<file path="config.mk">
export PLATFORM = sky130hd
export DESIGN_NAME = cit_sequencer
export DESIGN_NICKNAME = d
export VERILOG_FILES = /design/src/cit_step_counter.sv /design/src/cit_sequencer.sv
export SDC_FILE = /design/constraint.sdc
export NUM_CORES = 1
export LEC_CHECK = 0
export BUFFER_PORTS_ARGS = -buffer_cell sky130_fd_sc_hd__buf_2
export CORE_MARGIN = 1
export CORE_UTILIZATION = 55
export DETAILED_ROUTE_END_ITERATION = 16
export GPL_TIMING_DRIVEN = 0
export PLACE_DENSITY_LB_ADDON = 0.08
export SLEW_MARGIN = 10
export SYNTH_ARGS = -nofsm -noshare
export SYNTH_HDL_FRONTEND = slang
export SYNTH_HIERARCHICAL = 1
export SYNTH_SLANG_ARGS = --single-unit
</file>
<file path="constraint.sdc">
create_clock -name ref_clk -period 7 [get_ports ref_clk]
set_input_delay 1.05 -clock ref_clk [delete_from_list [all_inputs] [get_ports ref_clk]]
set_output_delay 1.05 -clock ref_clk [all_outputs]
set_load 0.05 [all_outputs]
</file>
<file path="src/cit_step_counter.sv">
// Timing package and the execution-cycle step counter
`timescale 1ns/1ps

// ==========================================================================
// Package
// ==========================================================================
package cit_pkg;

  // Field widths
  localparam int unsigned CIT_LEN_W = 2;
  localparam int unsigned CIT_CYC_W = 4;
  localparam int unsigned CIT_OPND_W = 16;

  // Program byte counts
  localparam logic [1:0] CIT_LEN_ONE = 2'h1;
  localparam logic [1:0] CIT_LEN_TWO = 2'h2;
  localparam logic [1:0] CIT_LEN_THREE = 2'h3;

  // Execution clock counts
  localparam logic [3:0] CIT_CYC_ONE = 4'h1;
  localparam logic [3:0] CIT_CYC_TWO = 4'h2;
  localparam logic [3:0] CIT_CYC_THREE = 4'h3;
  localparam logic [3:0] CIT_CYC_FOUR = 4'h4;
  localparam logic [3:0] CIT_CYC_EIGHT = 4'h8;
  localparam logic [3:0] CIT_CYC_MAX = CIT_CYC_EIGHT;

  // Reset values
  localparam logic [15:0] CIT_OPND_RST = 16'h0000;
  localparam logic [3:0] CIT_IDX_RST = 4'h0;

  // Instruction timing classes
  typedef enum logic [4:0] {
    CIT_ARITH_REG,
    CIT_ARITH_DIRECT,
    CIT_ARITH_INDIRECT,
    CIT_ARITH_IMM,
    CIT_LOGIC_DIR_ACC,
    CIT_LOGIC_DIR_IMM,
    CIT_ACC_ONLY,
    CIT_MOVE_DIR_DIR,
    CIT_LOAD_DATA_PTR,
    CIT_CODE_READ,
    CIT_EXT_INDEX,
    CIT_EXT_DATA_PTR,
    CIT_STACK_OP,
    CIT_NIBBLE_XCH,
    CIT_XCH_INDIRECT,
    CIT_XCH_REG,
    CIT_STORE_INDIRECT,
    CIT_IMM_TO_INDIRECT,
    CIT_IMM_TO_DIRECT,
    CIT_MULTIPLY,
    CIT_DIVIDE,
    CIT_CARRY_OP,
    CIT_BIT_OP,
    CIT_INCDEC_SHORT,
    CIT_INCDEC_DIRECT,
    CIT_INCDEC_INDIRECT
  } cit_class_t;

  // Length and duration of one instruction
  typedef struct packed {
    logic [1:0] len;
    logic [3:0] cycles;
  } cit_shape_t;

  // Record of the instruction in flight
  typedef struct packed {
    cit_class_t cls;
    logic [1:0] len;
    logic [3:0] cycles;
    logic [15:0] operand;
  } cit_info_t;

  // Timing table lookup
  function automatic cit_shape_t cit_shape_of(input cit_class_t c);
    cit_shape_t s;
    s = '{len: CIT_LEN_ONE, cycles: CIT_CYC_ONE};
    case (c)
      CIT_ARITH_DIRECT, CIT_ARITH_IMM, CIT_LOGIC_DIR_ACC, CIT_STACK_OP,
      CIT_IMM_TO_INDIRECT, CIT_BIT_OP, CIT_INCDEC_DIRECT: begin
        s = '{len: CIT_LEN_TWO, cycles: CIT_CYC_TWO};
      end
      CIT_ARITH_INDIRECT, CIT_NIBBLE_XCH, CIT_XCH_INDIRECT,
      CIT_STORE_INDIRECT, CIT_INCDEC_INDIRECT: begin
        s = '{len: CIT_LEN_ONE, cycles: CIT_CYC_TWO};
      end
      CIT_LOGIC_DIR_IMM, CIT_MOVE_DIR_DIR, CIT_LOAD_DATA_PTR,
      CIT_IMM_TO_DIRECT: begin
        s = '{len: CIT_LEN_THREE, cycles: CIT_CYC_THREE};
      end
      CIT_CODE_READ, CIT_EXT_INDEX, CIT_EXT_DATA_PTR: begin
        s = '{len: CIT_LEN_ONE, cycles: CIT_CYC_THREE};
      end
      CIT_MULTIPLY: begin
        s = '{len: CIT_LEN_ONE, cycles: CIT_CYC_FOUR};
      end
      CIT_DIVIDE: begin
        s = '{len: CIT_LEN_ONE, cycles: CIT_CYC_EIGHT};
      end
      default: begin
        s = '{len: CIT_LEN_ONE, cycles: CIT_CYC_ONE};
      end
    endcase
    return s;
  endfunction : cit_shape_of

endpackage : cit_pkg

// ==========================================================================
// Step counter: walks index 0..span-1 while busy
// ==========================================================================
module cit_step_counter #(
  parameter int unsigned W = 4
) (
  // Clock and reset
  input wire logic ref_clk,
  input wire logic srst,
  // Control
  input wire logic start,
  input wire logic [W-1:0] span,
  // Status
  output logic busy,
  output logic [W-1:0] index,
  output logic last
);

  logic busy_q, busy_d;
  logic [W-1:0] index_q, index_d;
  logic [W-1:0] span_q, span_d;

  // Final step of the current span
  assign last = busy_q && (index_q == (span_q - W'(1)));
  assign busy = busy_q;
  assign index = index_q;

  // Next state: a start wins over the end of the old span
  always_comb begin
    busy_d = busy_q;
    index_d = index_q;
    span_d = span_q;
    if (start) begin
      busy_d = 1'b1;
      index_d = '0;
      span_d = span;
    end else if (last) begin
      busy_d = 1'b0;
    end else if (busy_q) begin
      index_d = index_q + W'(1);
    end
  end

  // State registers
  always_ff @(posedge ref_clk) begin
    if (srst) begin
      busy_q <= 1'b0;
      index_q <= '0;
      span_q <= '0;
    end else begin
      busy_q <= busy_d;
      index_q <= index_d;
      span_q <= span_d;
    end
  end

endmodule : cit_step_counter

</file>
<file path="src/cit_sequencer.sv">
// Instruction sequencer: program byte fetch and execution-cycle timing
//
// Behaviour
// - Add, carry add, borrow subtract from bank register: 1 byte, 1 cycle
// - Arithmetic with direct byte source: 2 bytes, 2 cycles
// - Arithmetic with indirect RAM source: 1 byte, 2 cycles
// - Arithmetic with immediate source: 2 bytes, 2 cycles
// - Logic accumulator into direct byte: 2 bytes, 2 cycles
// - Logic immediate into direct byte: 3 bytes, 3 cycles
// - Accumulator-only clear, complement, swap, rotates: 1 byte, 1 cycle
// - Direct to direct move: 3 bytes, 3 cycles
// - Data pointer load carries 16-bit constant: 3 bytes, 3 cycles
// - Code memory reads relative to counter or pointer: 1 byte, 3 cycles
// - External data move with 8-bit index address: 1 byte, 3 cycles
// - External data move with 16-bit pointer address: 1 byte, 3 cycles
// - Stack push and pop of direct byte: 2 bytes, 2 cycles
// - Low nibble exchange with indirect RAM: 1 byte, 2 cycles
// - Byte exchange indirect: 1 byte, 2 cycles; bank register: 1 cycle
// - Accumulator store to indirect RAM: 1 byte, 2 cycles
// - Immediate to indirect RAM: 2 bytes, 2 cycles
// - Immediate to direct byte: 3 bytes, 3 cycles
`timescale 1ns/1ps

module cit_sequencer (
  // Clock and reset
  input wire logic ref_clk,
  input wire logic srst,
  // Instruction issue
  input wire logic issue_valid,
  input wire cit_pkg::cit_class_t issue_class,
  output logic issue_ready,
  // Operand byte fetch from code memory
  output logic code_req,
  input wire logic [7:0] code_data,
  // Retirement
  output logic retire_valid,
  output cit_pkg::cit_info_t retire_info,
  output logic busy
);

  // ========================================================================
  // Issue and step counting
  // ========================================================================
  logic issue_fire;
  cit_pkg::cit_shape_t shape_in;
  logic [3:0] step_idx;
  logic step_last;
  logic step_busy;
  logic [1:0] len_m1;

  // Table lookup sets length and duration
  assign shape_in = cit_pkg::cit_shape_of(issue_class);
  assign issue_fire = issue_valid && issue_ready;

  // Cycle counter owns the duration of each instruction
  cit_step_counter #(
    .W(cit_pkg::CIT_CYC_W)
  ) u_steps (
    .ref_clk(ref_clk),
    .srst(srst),
    .start(issue_fire),
    .span(shape_in.cycles),
    .busy(step_busy),
    .index(step_idx),
    .last(step_last)
  );

  // ========================================================================
  // Instruction record and operand assembly
  // ========================================================================
  cit_pkg::cit_info_t info_q, info_d;

  // Operand bytes shift in; of two fetched bytes the first ends up high, a single byte sits low
  always_comb begin
    info_d = info_q;
    if (issue_fire) begin
      info_d.cls = issue_class;
      info_d.len = shape_in.len;
      info_d.cycles = shape_in.cycles;
      info_d.operand = cit_pkg::CIT_OPND_RST;
    end else if (code_req) begin
      info_d.operand = {info_q.operand[7:0], code_data};
    end
  end

  // Record register
  always_ff @(posedge ref_clk) begin
    if (srst) begin
      info_q <= '{cls: cit_pkg::CIT_ARITH_REG,
                  len: cit_pkg::CIT_LEN_ONE,
                  cycles: cit_pkg::CIT_CYC_ONE,
                  operand: cit_pkg::CIT_OPND_RST};
    end else begin
      info_q <= info_d;
    end
  end

  // ========================================================================
  // Handshake outputs
  // ========================================================================
  // One operand fetch per cycle in the leading cycles
  assign len_m1 = info_q.len - 2'h1;
  assign code_req = step_busy && (step_idx < {2'h0, len_m1});
  assign retire_valid = step_last;
  // Back to back issue in the final cycle
  assign issue_ready = !step_busy || step_last;
  assign busy = step_busy;
  assign retire_info = info_q;

  // ========================================================================
  // Checking helpers
  // ========================================================================
  logic [3:0] elapsed_q, elapsed_d;
  logic [3:0] fetched_q, fetched_d;
  cit_pkg::cit_class_t seen_q, seen_d;

  // Independent measurement of span and fetches
  always_comb begin
    elapsed_d = elapsed_q;
    fetched_d = fetched_q;
    seen_d = seen_q;
    if (issue_fire) begin
      elapsed_d = 4'h1;
      fetched_d = 4'h0;
      seen_d = issue_class;
    end else begin
      elapsed_d = elapsed_q + 4'h1;
      fetched_d = fetched_q + {3'h0, code_req};
    end
  end

  // Helper registers
  always_ff @(posedge ref_clk) begin
    if (srst) begin
      elapsed_q <= 4'h0;
      fetched_q <= 4'h0;
      seen_q <= cit_pkg::CIT_ARITH_REG;
    end else begin
      elapsed_q <= elapsed_d;
      fetched_q <= fetched_d;
      seen_q <= seen_d;
    end
  end
endmodule : cit_sequencer

</file>
# == After elaboration in Yosys (flattened, before gate mapping) ==
# Memory sizes are Yosys's and may differ from the RTL's.
# Index checks and enable logic that the tools add are counted.
# totals
regBits,36
memories,1
ramBits,0
mem_bits_ro,192
latchBits,0
# op_classes
div_mod_pow,0
bitwise,1
mul,0
n_shift,0
reduce_logical,8
addsub,3
eq_ne,1
mux,2
n_lt_le_gt_ge,1
# memory_table
memory,words,word_bits,rd,rd_clocked_by_memory_dff,write_ports,line_no,rtl
(no name shown),32,6,1,0,0,cit_step_counter.sv:79,case (c)
# op_table
op,n
"4-bit by 1-bit adder with 4-bit output, second input constant",1
4-bit == test,1
4-bit by 2-bit < comparator with 1-bit output,1
"4-bit by 1-bit subtractor with 4-bit output, second input constant",1
1-bit logical AND,3
1-bit 2-to-1 mux,2
2-bit AND reduction,1
2-bit nonzero test,1
2-bit OR reduction,1
"2-bit by 1-bit subtractor with 2-bit output, second input constant",1
1-bit logical NOT,1
1-bit logical OR,1
1-bit inverter,1

# == Depth between registers and ports, before layout ==
# Gate-level depths: netlist (run 1).
# logic_depth
ltp_word,6
mapped_depth,13

# == Cells and area by module ==
# The synthesis (run 1) kept the hierarchy.
# by_module_without_submodules
mod,cells_per_inst,instances,area_per_inst_um2
cit_sequencer,136,1,1313.8
cit_step_counter,67,1,571.8

# == Least setup slack after synthesis (run 1) ==
# No wires, ideal clock.
# synth_path
kind,flip-flop to flip-flop
startpoint,reg u_steps.span_q[0]
endpoint,"reg u_steps.index_q[1], in the netlist u_steps/index[1]"
arrival_time_ns,4.281
n_path_buf,1
setup_ns,0.125
stages_incl_launch_ff,14
path_slack_ns,2.594
period_less_slack_ns,4.406
path_cell_list,dfxtp_1 -> inv_1 -> ha_1 -> xor2_1 -> nand2_1 -> nor4_1 -> nand2b_1 -> nand2_1 -> inv_1 -> clkbuf_1 -> nor2_1 -> and3_1 -> a32oi_1 -> nand3_1
# synth_between
elab_chain_cells,6
word_cells_on_any_way,8
cone_classes,1 x add/sub; 1 x eq/ne; 1 x bitwise; 5 x reduce/logical
# synth_lines
item,line_no,rtl
from (decl),cit_step_counter.sv:130,"logic [W-1:0] span_q, span_d;"
from (signal assigned),cit_step_counter.sv:162,span_q <= span_d;
4-bit by 1-bit subtractor with 4-bit output,cit_step_counter.sv:133,assign last = busy_q && (index_q == (span_q - W'(1)));
4-bit == test,cit_step_counter.sv:133,
1-bit logical AND,cit_step_counter.sv:133,
net retire_valid,cit_sequencer.sv:36,"output logic retire_valid,"
1-bit logical OR,cit_sequencer.sv:106,assign issue_ready = !step_busy || step_last;
net issue_ready,cit_sequencer.sv:31,"output logic issue_ready,"
1-bit logical AND,cit_sequencer.sv:53,assign issue_fire = issue_valid && issue_ready;
net issue_fire,cit_sequencer.sv:44,logic issue_fire;
2-bit OR reduction (no line),--,
to (signal assigned),cit_step_counter.sv:161,index_q <= index_d;
to (decl),cit_step_counter.sv:129,"logic [W-1:0] index_q, index_d;"
# The timed path passes the listed nets, and every way through them passes these cells.
# A chain may end at the register's enable or synchronous reset.

# == Final worst setup path (run 1) ==
# layout_path
startpoint,reg u_steps.span_q[0]
endpoint,out issue_ready
# layout_between
elab_chain_cells,4
# layout_lines
item,line_no
4-bit by 1-bit subtractor with 4-bit output,cit_step_counter.sv:133
4-bit == test,cit_step_counter.sv:133
1-bit logical AND,cit_step_counter.sv:133
1-bit logical OR,cit_sequencer.sv:106
to (decl),cit_sequencer.sv:31
# No other way between the ends.

==> results of run 1 <==
per-layer routing:
metal,vias to the layer above,routed length [µm]
li1,815,-
met1,738,1770
met2,47,1690
met3,7,192
met4,0,65
met5,-,0
kinds of logic (layout without fill, tap and decap cells):
logic type | after synthesis | after routing
muxes | 23 | 23
xor gates and xnor gates | 9 | 9
adders and majority gates | 10 | 10
buffers and inverters | 18 | 71
AOI/OAI and AO/OA | 30 | 30
DFF | 36 | 36
and+or+nand+nor | 77 | 77
sequential cells by signal, summed over array words and instances (netlist names):
register,flops
retire_info,27
u_steps/busy,1
u_steps/index,4
u_steps/span_q,4
worst max-delay path by stage:
stage,from,to,slack (ns),depth (start not counted)
2_1_floorplan,u_steps/span_q[0]$_SDFFE_PP0P_,u_steps/index[1]$_SDFFE_PP0P_,2.59,13
3_3_place_gp,u_steps/span_q[0]$_SDFFE_PP0P_,u_steps/index[1]$_SDFFE_PP0P_,4.05,13
6_report,u_steps/span_q[0]$_SDFFE_PP0P_,issue_ready,3.66,7
4_1_cts,u_steps/span_q[0]$_SDFFE_PP0P_,issue_ready,3.66,7
3_5_place_dp,u_steps/span_q[0]$_SDFFE_PP0P_,u_steps/index[0]$_SDFFE_PP0P_,4.04,13
5_1_grt,u_steps/span_q[0]$_SDFFE_PP0P_,issue_ready,3.43,7
Yosys cell counts (all sizes together):
| library cell | number |
|---|---|
| dfxtp | 36 |
| nor2 | 27 |
| mux2i | 22 |
| nand2 | 14 |
| ha | 10 |
| o21ai | 10 |
| buf | 8 |
| inv | 8 |
| nand3 | 7 |
| a22o | 6 |
| nand2b | 5 |
| nor3 | 5 |
| xnor2 | 4 |
| xor2 | 4 |
| a21oi | 3 |
| and3 | 3 |
| nor4 | 3 |
| or3 | 3 |
| a31oi | 2 |
| and3b | 2 |
| clkbuf | 2 |
| nor2b | 2 |
| o22a | 2 |
| o311ai | 2 |
| or2 | 2 |
| a221oi | 1 |
| a22oi | 1 |
| a32o | 1 |
| a32oi | 1 |
| mux2 | 1 |
| nand4 | 1 |
| nor3b | 1 |
| nor4b | 1 |
| o221ai | 1 |
| or4 | 1 |
| xnor3 | 1 |
layout make-up:
class / instances / area, µm² / area share [%]
Multi-Input combinational cell: 149 / 1070 / 48.1
Tap cell: 44 / 55.1 / 2.47
Clock buffer: 8 / 58.8 / 2.64
Sequential cell: 36 / 721 / 32.4
Timing Repair Buffer: 45 / 225 / 10.1
Buffer: 10 / 63.8 / 2.87
Inverter: 8 / 30.0 / 1.35
report_power, final:
group,switching [mW],internal [mW]
logic,0.0646,0.0345
clock network,0.0626,0.0496
registers,0.00794,0.212
total,0.135,0.296
tightest hold or removal path: stages, from the launching register on:
cell and delay [ns]:
dfxtp_1 0.34, nand2_1 0.05, o21ai_0 0.06
==> flow_summary.toml, run 1 <==
[timing]
drv_slew = 0
fin_crit_sh_pct = 47.7
fin_crit_ns = 3.34
setup_violations = 0
fin_ws_ns = 3.66
holdWs_ns = 0.472
relSlewSlack_pct = 57.8
hold_violations = 0
skew_ns = 0.00720
rsz0062_at_grt = "no"
tightest_slew_ns = 0.629
setup_tns_ns = 0
fmax_ghz = 0.299

[placed_design]
portBuffers = 45
place_ws_ns = 4.04
postPlaceCellArea_um2 = 2170
gp_congestion = 0.842
dp.final_hpwl_mm = 2.77
dp.cells = 292

[hold_path]
hold_start = "retire_info[23]$_SDFFE_PP0P_"
whs_endpoint = "retire_info[23]$_SDFFE_PP0P_"
hold_path_depth = 2
hold_class = "reg -> reg"

[synthesis]
yosysSeqAreaShare_pct = 38.2
netlist_instances = 203
synth_top_area_share_pct = 38.2
synth_seq_cells = 36
synth_cell_types = 43
syn-cell-area_um2 = 1890
synth-adder-area-share_pct = 6.64
yosysWarnings = 6
synthTopCellsByArea = "dfxtp_1 (38%), mux2i_1 (12%), ha_1 (6.6%), nor2_1 (5.4%), a22o_1 (2.8%)"
syn_area_per_cell_um2 = 9.29
synth_compound_area_share_pct = 11.3
yosys.area.top_type = "dfxtp_1"
synthSimpleGateAreaFrac_pct = 21.5
synth_xor_area_share_pct = 5.11
muxShareOfSynthArea_pct = 12.3
synth.net_count = 229
synth_top_family_by_area = "simple AND/OR/NAND/NOR gates"

[layout]
fillCellCount = 296
layout_commonest_cell = "buf_2"
final_nets = 281
fin_util_pct = 70.6
final_cells = 300
final_cell_mix = "buf_2 (50), dfxtp_1 (36), nor2_1 (27)"
layout-drive-gt1-share_pct = 27.3
syn_to_final_growth_pct = 18.0
fin_area_um2 = 2220
antenna-diode-count = 0

[clock_tree]
cts_setup_buffers = 0
cts_root_buffer = "clkbuf_4"
numCtsBuffers = 5
cts_hold_buffers = 0
cts_buffer_depth = 2
cts_num_sinks = 36
clk_pin_slew_ns = 0.10
cts_tree = "done"
post_cts_resized = 0
worstSkewPairLatency_ns = 0.33
htree_levels = 2

[drt]
wirelength_mm = 3.72
postRouteAntennaNets = 0
drc = 0
post_drt_wl_per_cell_um = 12.4
via_per_inst = 5.36
drt-pass1-iter-count = 4
drt_iter0_drc = 50
num_vias = 1607

[setup_path]
worst-setup-path-type = "reg -> out"
r2r-end = "u_steps/index[3]$_SDFFE_PP0P_"
worst-r2r-cell-count = 13
reg2reg_from = "u_steps/span_q[0]$_SDFFE_PP0P_"
crit_fanout = 10
cp_slowest_stage_delay_ns = 0.41
path_cells = "inv_1, ha_1, xor2_1, nand2_1, nor4_1, nand2b_1, buf_2"
cpLargestDelayFamily = "simple AND/OR/NAND/NOR gates"
arrival_ns = 2.29
worst_ep_required_time_ns = 5.95
crit_buf_inv = 2
cp-end-kind = "primary output"
reg2reg_slack_ns = 3.97
cp-start-kind = "flop"
slowest_stage = "dfxtp_1"

[global_routing]
grt_usage_pct = 22.0
grt-ovfl-total = 0
grt-busiest-layer = "met2"
grt_max_degree = 12
grt_pass1_wl_mm = 5.96
grt_pass1_vias = 1337
globalRouteMet1Util_pct = 28.8
met3_usage_pct = 5.97
grt.met2_usage_pct = 33.9
antenna_found_initial = 0

[floorplanning]
pin_count = 47
start_util_pct = 59.8
die_h_um = 60.6
fp-row-count = 20
die_x_um = 60.6
die_area_um2 = 3670
core_um2 = 3150

[pwr]
p_total_mw = 0.432
ir_drop_mv = 0.145
total_leakage_power_nw = 1.14
p_per_area_nw_per_um2 = 194

[flow_run]
maxCapViolations = 0

[run_status]
status = "finished, final reports clean"
Power figures use the tool's default switching activity.
==> run 2, diff against run 1 <==
CORE_UTILIZATION = 48   (was 55)
clock period = 2.9 ns   (was 7 ns; I/O delays follow)
==> flow_summary.toml, run 2 (synthesis results as in run 1) <==
[global_routing]
grt-ovfl-total = 0
grt_pass1_vias = 1520
grt_usage_pct = 21.6
grt_max_degree = 13
grt_pass1_wl_mm = 6.83
antenna_found_initial = 0

[setup_path]
reg2reg_slack_ns = 0.30
cp_slowest_stage_delay_ns = 0.41
slowest_stage = "xnor2_1"
cpLargestDelayFamily = "simple AND/OR/NAND/NOR gates"
r2r-end = "u_steps/index[3]$_SDFFE_PP0P_"
arrival_ns = 2.84
cp-end-kind = "flop"
crit_buf_inv = 3
cp.depth = 13
cpMostUsedCell = "xnor2_1"
worst-r2r-cell-count = 13
crit_fanout = 8
cp-start-kind = "flop"
reg2reg_from = "u_steps/span_q[0]$_SDFFE_PP0P_"
worst-setup-path-type = "reg -> reg"
path_cells = "inv_1, ha_1, xnor2_1, xnor2_1, nor4_4, nand2b_4, nand2_2, inv_2, clkbuf_8, or2_2, nor4_1, a31oi_1, nand3_1"
worst_ep_required_time_ns = 3.14

[run_status]
status = "finished, final reports clean"

[layout]
final_cells = 304
syn_to_final_growth_pct = 24.0
layout-drive-gt1-share_pct = 32.0
final_cell_mix = "buf_2 (50), dfxtp_1 (34), nor2_1 (26)"
final_nets = 281
largest_reg_flops = 27
fillCellCount = 352
antenna-diode-count = 0
layout_commonest_cell = "buf_2"
multiInputGateArea_um2 = 1110
fin_area_um2 = 2340
seq_area_um2 = 723
fin_util_pct = 62.9

[floorplanning]
core_um2 = 3720
pin_count = 47
die_h_um = 64.7
start_util_pct = 50.7
fp-row-count = 22
die_x_um = 64.7
die_area_um2 = 4180

[timing]
relSlewSlack_pct = 67.6
fmax_ghz = 0.384
drv_slew = 0
hold_violations = 0
setup_tns_ns = 0
skew_ns = 0.00824
fin_crit_ns = 2.60
tightest_slew_ns = 0.482
fin_crit_sh_pct = 89.7
rsz0062_at_grt = "no"
holdWs_ns = 0.380
setup_violations = 0
fin_ws_ns = 0.298

[drt]
via_per_inst = 5.37
post_drt_wl_per_cell_um = 13.3
wirelength_mm = 4.05
drt_iter0_drc = 119
postRouteAntennaNets = 0
num_vias = 1633
drt-pass1-iter-count = 4
drc = 0

[hold_path]
hold_class = "in -> reg"
hold_start = "code_data[6]"
whs_endpoint = "retire_info[6]$_SDFFE_PP0P_"
hold_path_depth = 3

[placed_design]
gp_congestion = 0.805
portBuffers = 45
dp.cells = 296
place_ws_ns = 0.251
postPlaceCellArea_um2 = 2220
dp.final_hpwl_mm = 2.96

[clock_tree]
htree_levels = 2
cts_tree = "done"
cts_root_buffer = "clkbuf_8"
cts_setup_buffers = 0
worstSkewPairLatency_ns = 0.29
cts_num_sinks = 36
numCtsBuffers = 5
clk_pin_slew_ns = 0.07
cts_buffer_depth = 2

[pwr]
combPwrFrac_pct = 20.9
ir_drop_mv = 0.218
seq_power_share_pct = 43.7
netSwitchingPower_mw = 0.362
p_per_area_nw_per_um2 = 522
total_leakage_power_nw = 1.18
p_total_mw = 1.22
internal_power_mw = 0.857
clockPowerShare_pct = 35.4
power.share.switching_pct = 29.7

[flow_run]
maxCapViolations = 0
[run 2: cell count changes in the layout (fill, tap and decap cells not counted), moves of 2 or more]
| cell | change |
|---|---|
| clkbuf_4 | -5 |
| clkbuf_8 | +5 |
| clkbuf_1 | -3 |
| dfxtp_1 | -2 |
| dfxtp_2 | +2 |
| nand2_1 | -2 |
| nand2_2 | +2 |
[run 2: area by class of cell]
type / instances / share of cell area [%]
multi-input cells: 149 / 47.6
flip-flops and latches: 36 / 30.9
plain buffers: 10 / 3.16
clock inverters: 3 / 1.82
inverters: 8 / 1.28
clock buffers: 5 / 2.94
well taps: 48 / 2.57
repair buffers: 45 / 9.64
[run 2: what timing repair did]
| item | CTS | global route |
|---|---|---|
| hold buffers | 0 | 0 |
| setup endpoints to repair | 0 | 1 |
| resized for setup | 0 | 1 |
[run 2: worst max path at each step]
stage                                         startpoint                            end  slack [ns]
after floorplan           u_steps/span_q[0]$_SDFFE_PP0P_  u_steps/index[1]$_SDFFE_PP0P_       0.001
after global placement     u_steps/index[3]$_SDFFE_PP0P_  u_steps/index[3]$_SDFFE_PP0P_        0.27
after detailed placement   u_steps/index[3]$_SDFFE_PP0P_  u_steps/index[0]$_SDFFE_PP0P_        0.25
after CTS                  u_steps/index[3]$_SDFFE_PP0P_  u_steps/index[1]$_SDFFE_PP0P_        0.19
after global routing      u_steps/span_q[1]$_SDFFE_PP0P_  u_steps/index[0]$_SDFFE_PP0P_        0.05
final                     u_steps/span_q[0]$_SDFFE_PP0P_  u_steps/index[3]$_SDFFE_PP0P_        0.30
[run 2: power by group through the flow]
stage                     Sequential, mW  Combinational [mW]  Clock [mW]
after floorplan                    0.586               0.148           0
after global placement             0.544               0.251           0
after detailed placement           0.544               0.253           0
after CTS                          0.533               0.255       0.442
after global routing               0.535               0.279       0.471
final                              0.532               0.255       0.431
[run 2: metal layers]
metal  share of wire [%]  track usage [%]  vias to the layer above  routed length, µm
li1                    -                -                      821                  -
met1                  45             25.2                      762               1810
met2                  50             37.2                       44               2010
met3                 4.3             5.99                        6                176
met4                 1.4             8.06                        0                 56
met5                   0                0                        -                  0
[run 2: worst reg2reg max path, cell delays in order, from the launching register on]
cell and delay, ns:
dfxtp_2 0.36, inv_1 0.05, ha_1 0.23, xnor2_1 0.17
xnor2_1 0.41, nor4_4 0.06, nand2b_4 0.18, nand2_2 0.10
inv_2 0.04, clkbuf_8 0.16, or2_2 0.35, nor4_1 0.26
a31oi_1 0.08, nand3_1 0.10
==> run 3, diff against run 2 <==
CORE_UTILIZATION = 53   (was 48)
clock period = 2.5 ns   (was 2.9 ns; I/O delays follow)
==> flow_summary.toml, run 3 (synthesis results as in run 1) <==
[run_status]
status = "finished, final reports clean"

[clock_tree]
cts_num_sinks = 36
cts_hold_buffers = 0
numCtsBuffers = 5
cts_tree = "done"
cts_root_buffer = "clkbuf_4"
cts_buffer_depth = 2
worstSkewPairLatency_ns = 0.35
htree_levels = 2
clk_pin_slew_ns = 0.12

[setup_path]
cp_slowest_stage_delay_ns = 0.42
arrival_ns = 2.73
reg2reg_slack_ns = 0.07
path_cells = "inv_2, ha_4, xnor2_4, xnor2_2, nor4_4, nand2b_4, nand2_4, inv_2, clkbuf_8, nor2_4, nand3_2, or3_2, nand3_1"
slowest_stage = "or3_2"
cp-end-kind = "flop"
cp-start-kind = "flop"
worst-setup-path-type = "reg -> reg"
crit_buf_inv = 3
cpMostUsedCell = "inv_2"
crit_fanout = 8
cpLargestDelayFamily = "simple AND/OR/NAND/NOR gates"
worst_ep_required_time_ns = 2.79

[layout]
syn_to_final_growth_pct = 30.1
layout-drive-gt1-share_pct = 37.9
layout_commonest_cell = "buf_2"
fin_util_pct = 72.9
final_cell_mix = "buf_2 (46), dfxtp_1 (33), nor2_1 (26)"
multiInputGateArea_um2 = 1190
fin_area_um2 = 2450
largest_reg_flops = 27
seq_area_um2 = 727
final_nets = 289
antenna-diode-count = 0
fillCellCount = 282

[timing]
fmax_ghz = 0.411
setup_tns_ns = 0
skew_ns = 0.0137
fin_crit_ns = 2.43
fin_crit_sh_pct = 97.3
drv_slew = 0
relSlewSlack_pct = 71.9
fin_ws_ns = 0.0666
setup_violations = 0
hold_violations = 0
tightest_slew_ns = 0.421

[placed_design]
dp.final_hpwl_mm = 2.81
portBuffers = 45
place_ws_ns = -0.146
postPlaceCellArea_um2 = 2250
gp_congestion = 0.788

[floorplanning]
die_x_um = 61.6
die_area_um2 = 3800
fp-row-count = 21
start_util_pct = 56.1
die_h_um = 61.6
pin_count = 47
core_um2 = 3360

[drt]
num_vias = 1639
post_drt_wl_per_cell_um = 13.2
postRouteAntennaNets = 0
drt-pass1-iter-count = 4
drt_iter0_drc = 60
wirelength_mm = 4.10
via_per_inst = 5.29
drc = 0

[global_routing]
grt_usage_pct = 20.7
antenna_found_initial = 0
grt_max_degree = 12
grt-ovfl-total = 0
grt_pass1_vias = 1268
grt_pass1_wl_mm = 5.70

[pwr]
p_per_area_nw_per_um2 = 529
total_leakage_power_nw = 1.22
ir_drop_mv = 0.446
p_total_mw = 1.30

[hold_path]
hold_class = "in -> reg"

[flow_run]
maxCapViolations = 0
run 3: changes by cell type in the layout (fill, tap and decap cells not counted), sizes merged:
cell / before / now
buf: 53 / 60
bufinv: 1 / 0
clkbuf: 7 / 10
clkinv: 1 / 0
run 3: area by class of cell:
class	count	area share (%)
inverters	8	1.22
multi-input cells	149	48.4
well taps	46	2.35
clock inverters	1	0.306
repair buffers	53	12.0
flip-flops and latches	36	29.6
clock buffers	7	2.24
plain buffers	10	3.88
run 3: path summary, 6_finish.rpt:
kind                                       start                       endpoint  depth (start not counted)
hold / removal                      code_data[0]    retire_info[0]$_SDFFE_PP0P_                          3
setup / recovery  u_steps/span_q[0]$_SDFFE_PP0P_  u_steps/index[0]$_SDFFE_PP0P_                         13
setup reg to reg  u_steps/span_q[0]$_SDFFE_PP0P_  u_steps/index[0]$_SDFFE_PP0P_                         13
hold reg to reg     retire_info[23]$_SDFFE_PP0P_   retire_info[23]$_SDFFE_PP0P_                          2
run 3: layer usage:
layer	up-vias	GRT usage, %	part of all wire, %
met2	43	30.9	46
met1	753	28.0	48
li1	837	-	-
met5	-	0	0
met4	0	7.62	1.5
met3	6	6.30	3.8
run 3: worst min-delay path, stage by stage:
cell and delay [ns]:
buf_2 0.07, mux2i_1 0.05, nor2_1 0.09
run 3: what timing repair did:
item	in CTS	in global routing
setup buffers	1	7
setup endpoints to repair	4	5
pin swaps	1	6
endpoints found under the hold margin	0	0
gates resized for setup	5	12
run 3: per-stage QoR:
stage | instances | hold WS, ns
floorplan | 203 | 0.440
finish | 310 | 0.266
CTS | 303 | 0.263
global route | 310 | 0.259
global placement | 294 | 0.437
detailed placement | 294 | 0.444
run 3: power by group:
part           leakage, nW  switching (mW)  internal, mW
Clock               0.0315           0.198         0.138
Combinational        0.891           0.206         0.137
Sequential           0.294          0.0229         0.595
Total                 1.22           0.427         0.870
